===== src/uhet_pkg.sv =====
/*
  Constants, state encodings and carrier structs for the hub event timer.
  Assumes a single 250 MHz system clock; all intervals are counted on it.
*/
`default_nettype none
package uhet_pkg;

  localparam int unsigned CLK_PERIOD_NS = 4;

  // Interval figures in ns
  localparam int unsigned T_FILT_NS = 2500;
  localparam int unsigned T_DISC_NS = 2250;
  localparam int unsigned T_RSM_DN_NS = 20_000_000;
  localparam int unsigned T_RST_DN_NS = 15_000_000;
  localparam int unsigned T_CHIRP_NS = 50_000;
  localparam int unsigned T_DCHSE0_NS = 300_000;
  localparam int unsigned T_RSM_UP_NS = 5_000_000;
  localparam int unsigned T_WTREV_NS = 3_062_500;
  localparam int unsigned T_UCH_NS = 2_000_000;
  localparam int unsigned T_WTFS_NS = 1_500_000;
  localparam int unsigned T_WARM_NS = 150_000_000;

  // Cycle counts, rounded up to whole clocks
  localparam int unsigned CYC_FILT = (T_FILT_NS + CLK_PERIOD_NS - 1) / CLK_PERIOD_NS;
  localparam int unsigned CYC_DISC = (T_DISC_NS + CLK_PERIOD_NS - 1) / CLK_PERIOD_NS;
  localparam int unsigned CYC_RSM_DN = (T_RSM_DN_NS + CLK_PERIOD_NS - 1) / CLK_PERIOD_NS;
  localparam int unsigned CYC_RST_DN = (T_RST_DN_NS + CLK_PERIOD_NS - 1) / CLK_PERIOD_NS;
  localparam int unsigned CYC_CHIRP = (T_CHIRP_NS + CLK_PERIOD_NS - 1) / CLK_PERIOD_NS;
  localparam int unsigned CYC_DCHSE0 = (T_DCHSE0_NS + CLK_PERIOD_NS - 1) / CLK_PERIOD_NS;
  localparam int unsigned CYC_RSM_UP = (T_RSM_UP_NS + CLK_PERIOD_NS - 1) / CLK_PERIOD_NS;
  localparam int unsigned CYC_WTREV = (T_WTREV_NS + CLK_PERIOD_NS - 1) / CLK_PERIOD_NS;
  localparam int unsigned CYC_UCH = (T_UCH_NS + CLK_PERIOD_NS - 1) / CLK_PERIOD_NS;
  localparam int unsigned CYC_WTFS = (T_WTFS_NS + CLK_PERIOD_NS - 1) / CLK_PERIOD_NS;
  localparam int unsigned CYC_WARM = (T_WARM_NS + CLK_PERIOD_NS - 1) / CLK_PERIOD_NS;

  // High-speed bit times to clocks: bits * 1000 / (480 MHz * 4 ns), rounded up
  localparam int unsigned HS_BIT_MHZ = 480;
  localparam int unsigned GAP_SAME_BITS = 88;
  localparam int unsigned GAP_OPP_BITS = 8;
  localparam int unsigned GAP_DIV = HS_BIT_MHZ * CLK_PERIOD_NS;
  localparam int unsigned CYC_GAP_SAME = (GAP_SAME_BITS * 1000 + GAP_DIV - 1) / GAP_DIV;
  localparam int unsigned CYC_GAP_OPP = (GAP_OPP_BITS * 1000 + GAP_DIV - 1) / GAP_DIV;
  localparam logic [7:0] GAP_SAME_C = 8'(CYC_GAP_SAME);
  localparam logic [7:0] GAP_OPP_C = 8'(CYC_GAP_OPP);

  localparam logic [10:0] BABBLE_SYMS = 11'h406;
  localparam logic [10:0] SYM_RESET = 11'h000;
  localparam logic [31:0] CNT_ZERO = 32'h0000_0000;

  typedef enum logic [4:0] {
    DR_IDLE = 5'h01, DR_WAIT = 5'h02, DR_DEVK = 5'h04, DR_CHIRP = 5'h08, DR_TAIL = 5'h10
  } uhet_dr_state_type;

  typedef enum logic [4:0] {
    UP_FS = 5'h01, UP_HS = 5'h02, UP_REV = 5'h04, UP_CHIRP = 5'h08, UP_WAIT = 5'h10
  } uhet_up_state_type;

  // Line states from the transceivers, asynchronous to ref_clk
  typedef struct packed {
    logic dn_attach;
    logic dn_detach;
    logic dn_resume;
    logic dn_chirp_k;
    logic dn_rxdet;
    logic up_se0;
    logic up_k;
    logic up_chirp_kj;
  } uhet_pins_type;

  localparam int unsigned PIN_W = $bits(uhet_pins_type);

  // Requests from hub core logic on ref_clk; pulses except the levels warm_reset and up_u3
  typedef struct packed {
    logic port_reset;
    logic resume_dn;
    logic resume_up;
    logic warm_reset;
    logic up_u3;
    logic ss_route_lp;
    logic ss_remote_wake;
    logic dpp_start;
    logic dpp_sym;
    logic dpp_end;
    logic hs_tx_end;
    logic hs_rx_end;
  } uhet_req_type;

  typedef struct packed {
    logic connect;
    logic disconnect;
    logic resume_dn_drv;
    logic resume_bcast;
    logic reset_drv;
    logic chirp_k_dn;
    logic chirp_j_dn;
    logic long_k;
    logic long_se0;
    logic up_chirp_k;
    logic hs_mode;
    logic resume_up_drv;
    logic gap_ok;
    logic u0_exit;
    logic babble;
    logic wake_up;
    logic warm_fail;
  } uhet_out_type;

endpackage : uhet_pkg
`default_nettype wire


===== src/uhet_persist.sv =====
/*
  Persistence filter: raises hit once its level input has been high for
  LIMIT consecutive clocks. Assumes level is already synchronised.
*/
`timescale 1ns/10ps
`default_nettype none
module uhet_persist
  import uhet_pkg::*;
#(
  parameter int unsigned LIMIT = CYC_FILT
) (
  input wire logic ref_clk,
  input wire logic arst_n,
  input wire logic level,
  output logic hit
);

  logic [31:0] cnt_reg;
  logic [31:0] cnt_next;
  logic hit_reg;
  logic hit_next;

  always_comb begin
    cnt_next = CNT_ZERO;
    if (level) begin
      cnt_next = (cnt_reg == LIMIT) ? cnt_reg : cnt_reg + 32'h0000_0001;
    end
    hit_next = level && (cnt_next == LIMIT);
  end

  always_ff @(posedge ref_clk or negedge arst_n) begin
    if (!arst_n) begin
      cnt_reg <= CNT_ZERO;
      hit_reg <= 1'b0;
    end else begin
      cnt_reg <= cnt_next;
      hit_reg <= hit_next;
    end
  end

  assign hit = hit_reg;
endmodule : uhet_persist
`default_nettype wire


===== src/uhet_top.sv =====
/*
  Hub port event timer: line-state filters, downstream reset and chirp
  sequencing, upstream high-speed handshake, resume timing, packet gaps
  and SuperSpeed hub limits.
  Assumes pins are asynchronous line states, requests come from hub core
  logic on ref_clk (250 MHz), and the core acts on the event outputs.
*/
`timescale 1ns/10ps
`default_nettype none
module uhet_top
  import uhet_pkg::*;
#(
  parameter int unsigned RSM_DN_CYC = CYC_RSM_DN,
  parameter int unsigned RST_DN_CYC = CYC_RST_DN,
  parameter int unsigned CHIRP_CYC = CYC_CHIRP,
  parameter int unsigned DCHSE0_CYC = CYC_DCHSE0,
  parameter int unsigned RSM_UP_CYC = CYC_RSM_UP,
  parameter int unsigned REV_CYC = CYC_WTREV,
  parameter int unsigned UCH_CYC = CYC_UCH,
  parameter int unsigned WTFS_CYC = CYC_WTFS,
  parameter int unsigned WARM_CYC = CYC_WARM
) (
  input wire logic ref_clk,
  input wire logic arst_n,
  input wire uhet_pins_type pins,
  input wire uhet_req_type req,
  output var uhet_out_type evt
);

  localparam int unsigned TAIL_CYC = DCHSE0_CYC + CHIRP_CYC;

  logic [PIN_W-1:0] sync1_reg;
  logic [PIN_W-1:0] sync2_reg;
  uhet_pins_type pins_s;

  genvar gi;
  generate
    for (gi = 0; gi < PIN_W; gi++) begin : g_sync
      always_ff @(posedge ref_clk or negedge arst_n) begin
        if (!arst_n) begin
          sync1_reg[gi] <= 1'b0;
          sync2_reg[gi] <= 1'b0;
        end else begin
          sync1_reg[gi] <= pins[gi];
          sync2_reg[gi] <= sync1_reg[gi];
        end
      end
    end
  endgenerate

  assign pins_s = uhet_pins_type'(sync2_reg);

  logic attach_hit;
  logic detach_hit;
  logic devk_hit;
  logic longk_hit;
  logic se0_hit;
  logic host_hit;
  logic warm_hit;
  logic warm_level;

  assign warm_level = pins_s.dn_rxdet && req.warm_reset;

  // Connect filter: 2.5 us meets both the awake and suspended ceilings
  uhet_persist #(.LIMIT(CYC_FILT)) u_attach (.ref_clk(ref_clk), .arst_n(arst_n),
    .level(pins_s.dn_attach), .hit(attach_hit));
  uhet_persist #(.LIMIT(CYC_DISC)) u_detach (.ref_clk(ref_clk), .arst_n(arst_n),
    .level(pins_s.dn_detach), .hit(detach_hit));
  uhet_persist #(.LIMIT(CYC_FILT)) u_devk (.ref_clk(ref_clk), .arst_n(arst_n),
    .level(pins_s.dn_chirp_k), .hit(devk_hit));
  uhet_persist #(.LIMIT(CYC_FILT)) u_longk (.ref_clk(ref_clk), .arst_n(arst_n),
    .level(pins_s.up_k), .hit(longk_hit));
  uhet_persist #(.LIMIT(CYC_FILT)) u_se0 (.ref_clk(ref_clk), .arst_n(arst_n),
    .level(pins_s.up_se0), .hit(se0_hit));
  uhet_persist #(.LIMIT(CYC_FILT)) u_host (.ref_clk(ref_clk), .arst_n(arst_n),
    .level(pins_s.up_chirp_kj), .hit(host_hit));
  uhet_persist #(.LIMIT(WARM_CYC)) u_warm (.ref_clk(ref_clk), .arst_n(arst_n),
    .level(warm_level), .hit(warm_hit));

  // Downstream reset and chirp sequence
  uhet_dr_state_type dr_reg;
  uhet_dr_state_type dr_next;
  logic [31:0] rst_cnt_reg;
  logic [31:0] rst_cnt_next;
  logic [31:0] chp_cnt_reg;
  logic [31:0] chp_cnt_next;
  logic chp_k_reg;
  logic chp_k_next;

  always_comb begin
    dr_next = dr_reg;
    rst_cnt_next = (rst_cnt_reg == CNT_ZERO) ? CNT_ZERO : rst_cnt_reg - 32'h0000_0001;
    chp_cnt_next = chp_cnt_reg;
    chp_k_next = chp_k_reg;
    case (dr_reg)
      DR_IDLE: begin
        rst_cnt_next = CNT_ZERO;
        if (req.port_reset) begin
          dr_next = DR_WAIT;
          rst_cnt_next = RST_DN_CYC - 1;
        end
      end
      DR_WAIT: begin
        if (devk_hit) begin
          dr_next = DR_DEVK;
        end
      end
      DR_DEVK: begin
        if (!devk_hit) begin
          // Chirp starts the cycle after the device K ends
          dr_next = (rst_cnt_reg < TAIL_CYC) ? DR_TAIL : DR_CHIRP;
          chp_cnt_next = CNT_ZERO;
          chp_k_next = 1'b1;
        end
      end
      DR_CHIRP: begin
        chp_cnt_next = chp_cnt_reg + 32'h0000_0001;
        if (chp_cnt_reg == CHIRP_CYC - 1) begin
          chp_cnt_next = CNT_ZERO;
          chp_k_next = !chp_k_reg;
          if (rst_cnt_reg < TAIL_CYC) begin
            // Whole chirps only, so the last ends before the final DCHSE0_CYC tail window
            dr_next = DR_TAIL;
          end
        end
      end
      DR_TAIL: begin
        dr_next = DR_TAIL;
      end
      default: begin
        dr_next = DR_IDLE;
      end
    endcase
    if (dr_reg != DR_IDLE && rst_cnt_reg == CNT_ZERO) begin
      dr_next = DR_IDLE;
    end
  end

  always_ff @(posedge ref_clk or negedge arst_n) begin
    if (!arst_n) begin
      dr_reg <= DR_IDLE;
      rst_cnt_reg <= CNT_ZERO;
      chp_cnt_reg <= CNT_ZERO;
      chp_k_reg <= 1'b0;
    end else begin
      dr_reg <= dr_next;
      rst_cnt_reg <= rst_cnt_next;
      chp_cnt_reg <= chp_cnt_next;
      chp_k_reg <= chp_k_next;
    end
  end

  // Upstream speed handshake
  uhet_up_state_type up_reg;
  uhet_up_state_type up_next;
  logic [31:0] up_cnt_reg;
  logic [31:0] up_cnt_next;
  logic se0_prev_reg;
  logic se0_prev_next;

  always_comb begin
    up_next = up_reg;
    up_cnt_next = up_cnt_reg + 32'h0000_0001;
    se0_prev_next = se0_hit;
    case (up_reg)
      UP_FS: begin
        up_cnt_next = CNT_ZERO;
        // Edge, so a lingering SE0 does not restart the handshake
        if (se0_hit && !se0_prev_reg) begin
          up_next = UP_CHIRP;
        end
      end
      UP_HS: begin
        up_cnt_next = CNT_ZERO;
        if (pins_s.up_se0) begin
          up_next = UP_REV;
        end
      end
      UP_REV: begin
        if (!pins_s.up_se0) begin
          up_next = UP_HS;
          up_cnt_next = CNT_ZERO;
        end else if (up_cnt_reg == REV_CYC - 1) begin
          up_next = UP_CHIRP;
          up_cnt_next = CNT_ZERO;
        end
      end
      UP_CHIRP: begin
        if (up_cnt_reg == UCH_CYC - 1) begin
          up_next = UP_WAIT;
          up_cnt_next = CNT_ZERO;
        end
      end
      UP_WAIT: begin
        if (host_hit) begin
          up_next = UP_HS;
          up_cnt_next = CNT_ZERO;
        end else if (up_cnt_reg == WTFS_CYC - 1) begin
          up_next = UP_FS;
          up_cnt_next = CNT_ZERO;
        end
      end
      default: begin
        up_next = UP_FS;
        up_cnt_next = CNT_ZERO;
      end
    endcase
  end

  always_ff @(posedge ref_clk or negedge arst_n) begin
    if (!arst_n) begin
      up_reg <= UP_FS;
      up_cnt_reg <= CNT_ZERO;
      se0_prev_reg <= 1'b0;
    end else begin
      up_reg <= up_next;
      up_cnt_reg <= up_cnt_next;
      se0_prev_reg <= se0_prev_next;
    end
  end

  // Resume drive, packet gaps, babble and SuperSpeed events
  logic [31:0] rsm_dn_cnt_reg;
  logic [31:0] rsm_dn_cnt_next;
  logic [31:0] rsm_up_cnt_reg;
  logic [31:0] rsm_up_cnt_next;
  logic [7:0] tx_gap_reg;
  logic [7:0] tx_gap_next;
  logic [7:0] rx_gap_reg;
  logic [7:0] rx_gap_next;
  logic [10:0] sym_cnt_reg;
  logic [10:0] sym_cnt_next;
  logic in_pkt_reg;
  logic in_pkt_next;
  logic babble_next;
  uhet_out_type out_next;

  always_comb begin
    rsm_dn_cnt_next = (rsm_dn_cnt_reg == CNT_ZERO) ? CNT_ZERO : rsm_dn_cnt_reg - 32'h0000_0001;
    rsm_up_cnt_next = (rsm_up_cnt_reg == CNT_ZERO) ? CNT_ZERO : rsm_up_cnt_reg - 32'h0000_0001;
    if (req.resume_dn) begin
      rsm_dn_cnt_next = RSM_DN_CYC;
    end
    if (req.resume_up) begin
      rsm_up_cnt_next = RSM_UP_CYC;
    end
    // Counters saturate at their gap so they never wrap
    tx_gap_next = (tx_gap_reg < GAP_SAME_C) ? tx_gap_reg + 8'h01 : tx_gap_reg;
    rx_gap_next = (rx_gap_reg < GAP_OPP_C) ? rx_gap_reg + 8'h01 : rx_gap_reg;
    if (req.hs_tx_end) begin
      tx_gap_next = 8'h00;
    end
    if (req.hs_rx_end) begin
      rx_gap_next = 8'h00;
    end
    in_pkt_next = in_pkt_reg;
    sym_cnt_next = sym_cnt_reg;
    babble_next = 1'b0;
    if (req.dpp_start) begin
      in_pkt_next = 1'b1;
      sym_cnt_next = SYM_RESET;
    end else if (req.dpp_end) begin
      in_pkt_next = 1'b0;
    end else if (in_pkt_reg && req.dpp_sym) begin
      sym_cnt_next = sym_cnt_reg + 11'h001;
      if (sym_cnt_next == BABBLE_SYMS) begin
        babble_next = 1'b1;
        in_pkt_next = 1'b0;
      end
    end
    out_next.connect = attach_hit;
    out_next.disconnect = detach_hit;
    out_next.resume_dn_drv = rsm_dn_cnt_next != CNT_ZERO;
    out_next.resume_bcast = pins_s.dn_resume;
    out_next.reset_drv = dr_next != DR_IDLE;
    out_next.chirp_k_dn = (dr_next == DR_CHIRP) && chp_k_next;
    out_next.chirp_j_dn = (dr_next == DR_CHIRP) && !chp_k_next;
    out_next.long_k = longk_hit;
    out_next.long_se0 = se0_hit;
    out_next.up_chirp_k = up_next == UP_CHIRP;
    out_next.hs_mode = (up_next == UP_HS) || (up_next == UP_REV);
    out_next.resume_up_drv = rsm_up_cnt_next != CNT_ZERO;
    out_next.gap_ok = (tx_gap_next >= GAP_SAME_C) && (rx_gap_next >= GAP_OPP_C);
    out_next.u0_exit = req.ss_route_lp;
    out_next.babble = babble_next;
    out_next.wake_up = req.ss_remote_wake && req.up_u3;
    out_next.warm_fail = warm_hit;
  end

  always_ff @(posedge ref_clk or negedge arst_n) begin
    if (!arst_n) begin
      rsm_dn_cnt_reg <= CNT_ZERO;
      rsm_up_cnt_reg <= CNT_ZERO;
      tx_gap_reg <= GAP_SAME_C;
      rx_gap_reg <= GAP_OPP_C;
      sym_cnt_reg <= SYM_RESET;
      in_pkt_reg <= 1'b0;
      evt <= '0;
    end else begin
      rsm_dn_cnt_reg <= rsm_dn_cnt_next;
      rsm_up_cnt_reg <= rsm_up_cnt_next;
      tx_gap_reg <= tx_gap_next;
      rx_gap_reg <= rx_gap_next;
      sym_cnt_reg <= sym_cnt_next;
      in_pkt_reg <= in_pkt_next;
      evt <= out_next;
    end
  end
endmodule : uhet_top
`default_nettype wire


===== config.mk =====
export PLATFORM = sky130hd
export DESIGN_NAME = uhet_top
export DESIGN_NICKNAME = d
export VERILOG_FILES = /design/src/uhet_pkg.sv /design/src/uhet_persist.sv /design/src/uhet_top.sv
export SDC_FILE = /design/constraint.sdc
export NUM_CORES = 1
export LEC_CHECK = 0
export ABC_AREA = 1
export BUFFER_PORTS_ARGS = -buffer_cell sky130_fd_sc_hd__buf_2
export CAP_MARGIN = 5
export CORE_MARGIN = 2
export CORE_UTILIZATION = 30
export CTS_BUF_LIST = sky130_fd_sc_hd__clkbuf_2
export CTS_CLUSTER_SIZE = 8
export DETAILED_ROUTE_END_ITERATION = 16
export GPL_TIMING_DRIVEN = 0
export HOLD_SLACK_MARGIN = 0.12
export PLACE_DENSITY = 0.44
export SLEW_MARGIN = 20
export SYNTH_ARGS = -nofsm -noshare
export SYNTH_HDL_FRONTEND = slang
export SYNTH_HIERARCHICAL = 1
export SYNTH_SLANG_ARGS = --single-unit

===== constraint.sdc =====
create_clock -name ref_clk -period 4 [get_ports ref_clk]
set_clock_uncertainty 0.2 [all_clocks]
set_input_delay 0.6 -clock ref_clk [delete_from_list [all_inputs] [get_ports ref_clk]]
set_output_delay 0.6 -clock ref_clk [all_outputs]
set_load 0.05 [all_outputs]

### Word-level counts from Yosys, hierarchy flattened

Cells that the tools add are included.

| storage, ports and cells | value |
|---|---|
| input bits | 22 |
| output and inout bits | 17 |
| word-level logic and storage cells | 211 |
| register bits | 463 |

| operators by class | value |
|---|---|
| multiplexer cells | 64 |
| add/sub/neg operators | 15 |
| magnitude comparators | 5 |
| reduce and logical (&&, ||, !) cells | 31 |
| equality and inequality tests | 37 |

Operator list:

| operator | count |
|---|---|
| 32-bit two-way mux | 27 |
| 32-bit by 10-bit equality test with 1-bit output, second input constant | 12 |
| 32-bit by 1-bit adder with 32-bit output, second input constant | 9 |
| 32-bit logical NOT | 3 |
| 32-bit one-hot mux with 3 select lines | 1 |
| 32-bit by 1-bit subtractor with 32-bit output, second input constant | 3 |
| 5-bit two-way mux | 14 |
| 32-bit by 19-bit equality test with 1-bit output, second input constant | 2 |
| 32-bit by 26-bit equality test with 1-bit output, second input constant | 2 |
| 32-bit one-hot mux with 2 select lines | 1 |
| 32-bit nonzero test | 2 |
| 5-bit one-hot mux with 5 select lines | 2 |
| 11-bit two-way mux | 3 |
| 32-bit by 14-bit equality test with 1-bit output, second input constant | 1 |
| 32-bit by 20-bit equality test with 1-bit output, second input constant | 1 |
| 32-bit by 17-bit < comparator with 1-bit output, second input constant | 1 |
| 8-bit two-way mux | 4 |
| 22-bit two-way mux | 1 |
| 5-bit by 4-bit equality test with 1-bit output, second input constant | 4 |
| 8-bit by 1-bit adder with 8-bit output, second input constant | 2 |
| 5-bit by 2-bit equality test with 1-bit output, second input constant | 3 |
| 5-bit by 3-bit equality test with 1-bit output, second input constant | 3 |
| 1-bit logical AND | 15 |
| 11-bit by 1-bit adder with 11-bit output, second input constant | 1 |
| 17 further kinds | 35 |

### Depth between registers and ports, before layout

| depth | value |
|---|---|
| word-level depth | 7 |
| gate-level depth with buffers | 16 |

### Hierarchy

Netlist, hierarchy kept.

By module, submodules not included:

| module | area an instance (um^2) | cells an instance | instances | sequential area each (um^2) |
|---|---|---|---|---|
| uhet_top | 12752.2 | 1651 | 1 | 5815.6 |
| uhet_persist (u_attach ...) | 2374.8 | 368 | 5 | 825.8 |
| uhet_persist (u_detach) | 2349.8 | 385 | 1 | 825.8 |
| uhet_persist (u_warm) | 2279.7 | 355 | 1 | 825.8 |

### Worst setup path after synthesis

No wires, ideal clock.

| timing path | value |
|---|---|
| path type | reg2reg |
| start | reg rsm_up_cnt_reg[0] |
| end | reg evt[5] in the netlist's numbering |
| path slack | 1913 ps |
| arrival time | 1760 ps |
| clock period less this slack | 2087 ps |
| data required time | 3673 ps |
| cell stages (with the launch flop) | 15 |
| cell sequence | dfrtp_1 inv_1 ha_1 nand2_2 nor2_2 buf_4 nand2_1 nand2_1 nand2_1 o21ai_1 nand2_1 nor3_1 nand3_1 nor2_1 nand3_1 |

RTL lines:

| what | RTL line | source |
|---|---|---|
| from (decl) | uhet_top.sv:225 | `logic [31:0] rsm_up_cnt_reg;` |
| from (signal assigned) | uhet_top.sv:301 | `rsm_up_cnt_reg <= rsm_up_cnt_next;` |
| to (signal assigned) | uhet_top.sv:306 | `evt <= out_next;` |
| to (decl) | uhet_top.sv:27 | `output var uhet_out_type evt` |

### Worst setup path in the final report

| timing path | value |
|---|---|
| start | reg evt[8] in the netlist's numbering |
| end | out evt[8] in the netlist's numbering |

No word-level cell between the ends.

==> results.md <==
Place:
- The congestion estimate from routability-driven global placement came to around 0.86.
- The count of buffers added on input and output ports is 38.
- Once placement completed, the tool counted placed cells totaling approximately 5600.
- The detailed placer's ending HPWL is around 59 mm.

Power and ir drop:
- The analysis attributes to cell leakage a power of roughly 16 nW.
- The analysis attributes to net switching a power of roughly 3.3 mW.
- Power spread over the standard cell area amounts to around 310 mW/mm².
- The worst-case IR drop observed on VDD is ~210 µV.
- The clock network fraction of design power is 0.386.
- The combinational share of power is 0.123.
- The post-layout total power is a little over 10 mW.
- The fraction of power consumed by sequential logic is 0.491.
- The switching part of the total is 0.325.
- The total internal power is a little under 7 mW.

Setup path:
- The category of the worst setup path capture point is a primary output.
- STA classifies the critical path startpoint as a flop.
- Setup slack on the worst reg-to-reg path comes out at between 1000 and 1500 ps.
- The critical path in this run is classified as flop to primary output.
- The largest driver fanout on the critical path is 3.
- STA puts the critical path data arrival time at 2070 ps.
- The required time at the worst-slack endpoint is approximately 3200 ps.

Synth:
- In this run the mean area of a mapped cell was just under 7 µm².
- The number of different library cells used by synthesis comes to 61.
- The fraction of synthesized cell area taken by the top area cell type is 0.389.
- For this run, the register share of the synthesized area comes to 0.396.
- The dominant cell type by area after synthesis is sky130_fd_sc_hd__dfrtp_1.
- The count of synthesis-stage warnings from yosys is 6.
- The most frequently used flop master after synthesis is sky130_fd_sc_hd__dfrtp_1.
- Yosys attributes the largest share of cell area to sky130_fd_sc_hd__dfrtp_1 (39%), sky130_fd_sc_hd__nand2_1 (14%), sky130_fd_sc_hd__inv_1 (8.8%), sky130_fd_sc_hd__nor2_1 (8.6%), sky130_fd_sc_hd__nand3_1 (5.3%).
- The flop and latch count out of synthesis is 463.
- The share of flip-flops with an asynchronous set or reset after synthesis is 1.00.
- The most common cell in the synthesized netlist is sky130_fd_sc_hd__nand2_1.
- The synthesized design contains 0 enable-type register cells.
- The cell count after synthesis is between 4000 and 5000.
- Ranked by instance count, the synthesized netlist is headed by sky130_fd_sc_hd__nand2_1 (1118), sky130_fd_sc_hd__inv_1 (682), sky130_fd_sc_hd__nor2_1 (674).
- After synthesis the cells add up to around 0.029 mm².
- The net count after synthesis is 4280.

Detailed routing:
- The vias after detailed routing is 26400.
- Once detail routing completed, the nets flagged for antenna violations numbered 0.
- Detailed routing placed a total of between 30 and 40 mm of wire on met2.
- The detailed router finished its first iteration with 1458 violations.
- The average via count per standard cell is ~4.5.
- The post-detailed-route wirelength per cell is 13.7 µm.
- The uppermost metal layer occupied by signal nets is met4.
- Before antenna repair, the detailed router went through 7 iterations.
- The residual DRC count is 0.
- The post-detailed-routing wire length is around 80 mm.
- The sum of met3 wire segment lengths after detailed routing is 2.87 mm.
- The met1 wire length is between 30 and 40 mm.

GRT:
- The overall routing resource usage is 0.165.
- Entering global routing, the biggest net connects 91 pins.
- The via count of the first global-routing pass was 26500.
- The number of antenna violations at the first check in global routing is 1.
- The first global-routing pass estimated roughly 130 mm of wire.
- Global routing finished with a remaining overflow of 0.

Run status:
- The flow ran to the end, and the final reports show no timing, DRC or antenna violations.

Clock network:
- The clock latency of the later-clocked register in the worst-skew pair is approximately 1400 ps.
- The clock buffer count from CTS is between 100 and 150.
- The root buffer cell is sky130_fd_sc_hd__clkbuf_2.
- The H-tree depth reported by CTS is 4.
- After clock tree synthesis, the clock-pin slew on the worst setup and hold paths is 100 ps.
- The tree built by TritonCTS fans out to approximately 460 sinks.
- No sink is reached through more buffers than the 3 on the longest clock path.
- TritonCTS built the clock tree.
- In this run the post-CTS setup repair buffer count came out at 0.

Floorplan:
- The number of rows created at floorplan is 114.
- The total area inside the core boundary comes to roughly 0.097 mm².
- In this run the horizontal extent of the chip is around 320 µm.
- The initial standard-cell utilization of the core is 0.303.
- The die outline height is between 300 and 400 µm.
- The die covers about 0.1 mm².
- 39 I/O pins were placed.

Timing:
- The slew at the pin closest to its max-slew limit is 895 ps.
- The final worst-path cycle share is 0.718.
- The shortest period the worst path allows is between 2000 and 3000 ps.
- Setup repair after global routing left no endpoint under its margin.
- The maximum achievable frequency is roughly 350 MHz.
- Measured against its own limit, the worst slew margin works out to 0.403.
- Setup violations remaining at the end of the flow were counted as 0.
- The count of pins over their slew limit was 0.
- The number of endpoints with negative hold slack in the final report is 0.

Layout:
- Of the cells placed in the final design, the portion with a size suffix greater than 1 is 0.125.
- The area added between synthesis and finish is 13.2%.
- The finished layout holds between 5000 and 6000 standard cells, fillers aside.
- For this run, the post-layout net count is approximately 4500.
- Counting the fill cells in the layout gives ~11000.

Worst hold path:
- The class of the tightest hold or removal check is flop to flop.

Flow run:
- Max-cap violations in this run came to 0.
==> worst max-delay path: stages (launching register included) <==
cell	delay (ps)
sky130_fd_sc_hd__dfrtp_1	390
sky130_fd_sc_hd__buf_4	130
sky130_fd_sc_hd__buf_2	250
==> per-layer routing <==
layer / up-vias / track usage
met2: 367 / 0.266
met5: - / 0
met3: 134 / 0.0305
met1: 12000 / 0.222
met4: 0 / 0.0541
li1: 13800 / -
==> cells in the final DEF (no fill, tap or decap), drive strengths merged, types with 80 or more instances in the layout <==
cell | Yosys | routed
dfrtp | 455 | 455
o21ai | 154 | 154
xor2 | 86 | 86
nor2 | 810 | 810
inv | 695 | 698
clkbuf | 18 | 216
a21oi | 111 | 111
nand3 | 322 | 322
nand2 | 1196 | 1196
nor3 | 80 | 80
nand4 | 92 | 92
==> through the flow <==
stage	hold WS [ps]	setup WS, ps	utilization	setup TNS [ps]	cell area (µm²)
2_1_floorplan	104	1910	-	0	29300
3_3_place_gp	131	-8450	0.321	-3838790	31000
3_5_place_dp	136	1410	0.323	0	31200
4_1_cts	141	846	0.343	0	33100
5_1_grt	149	890	0.343	0	33100
6_report	147	1130	0.343	0	33100
==> area by class of cell <==
| class | count | area, µm² | share of cell area |
|---|---|---|---|
| Antenna cell | 2 | 5.00 | 0.000151 |
| Buffer | 42 | 244 | 0.00736 |
| Clock buffer | 198 | 991 | 0.0299 |
| Clock inverter | 50 | 348 | 0.0105 |
| Inverter | 702 | 2640 | 0.0795 |
| Multi-Input combinational cell | 3024 | 14800 | 0.446 |
| Sequential cell | 463 | 11600 | 0.350 |
| Tap cell | 1276 | 1600 | 0.0482 |
| Timing Repair Buffer | 101 | 936 | 0.0282 |
==> path summary, 6_finish.rpt <==
path,start,end,cells after the start
worst max-delay path,evt[8]$_DFF_PN0_,evt[8],2
worst min-delay path,u_warm/hit$_DFF_PN0_,evt[0]$_DFF_PN0_,0
worst max register to register,sym_cnt_reg[0]$_DFFE_PN0P_,in_pkt_reg$_DFFE_PN0P_,12
worst min register to register,u_warm/hit$_DFF_PN0_,evt[0]$_DFF_PN0_,0
max in group asynchronous,arst_n,u_warm/cnt_reg[2]$_DFF_PN0_,7
min in group asynchronous,arst_n,up_cnt_reg[19]$_DFF_PN0_,5
==> power groups by stage <==
stage | Clock, mW | Sequential, mW | Combinational, mW
floorplan | 0 | 5.11 | 0.827
global placement | 0 | 5.14 | 1.22
detailed placement | 0 | 5.13 | 1.24
CTS | 4.27 | 5.04 | 1.29
global route | 4.50 | 5.07 | 1.48
finish | 3.96 | 5.04 | 1.26
==> kinds of logic after synthesis <==
logic type	after synthesis	synth area share
AOI/OAI and AO/OA	321	0.0600
and+or+nand+nor	2573	0.403
adders and majority gates	27	0.0115
xor gates and xnor gates	102	0.0305
muxes	1	0.000385
buffers and inverters	744	0.0984
DFF	463	0.396
==> timing repair <==
item,4_1_cts,5_1_grt
hold endpoints to repair,619,0
gates resized for setup,0,0
hold buffers,58,0
Note: power is estimated with default switching activity, not from simulation.
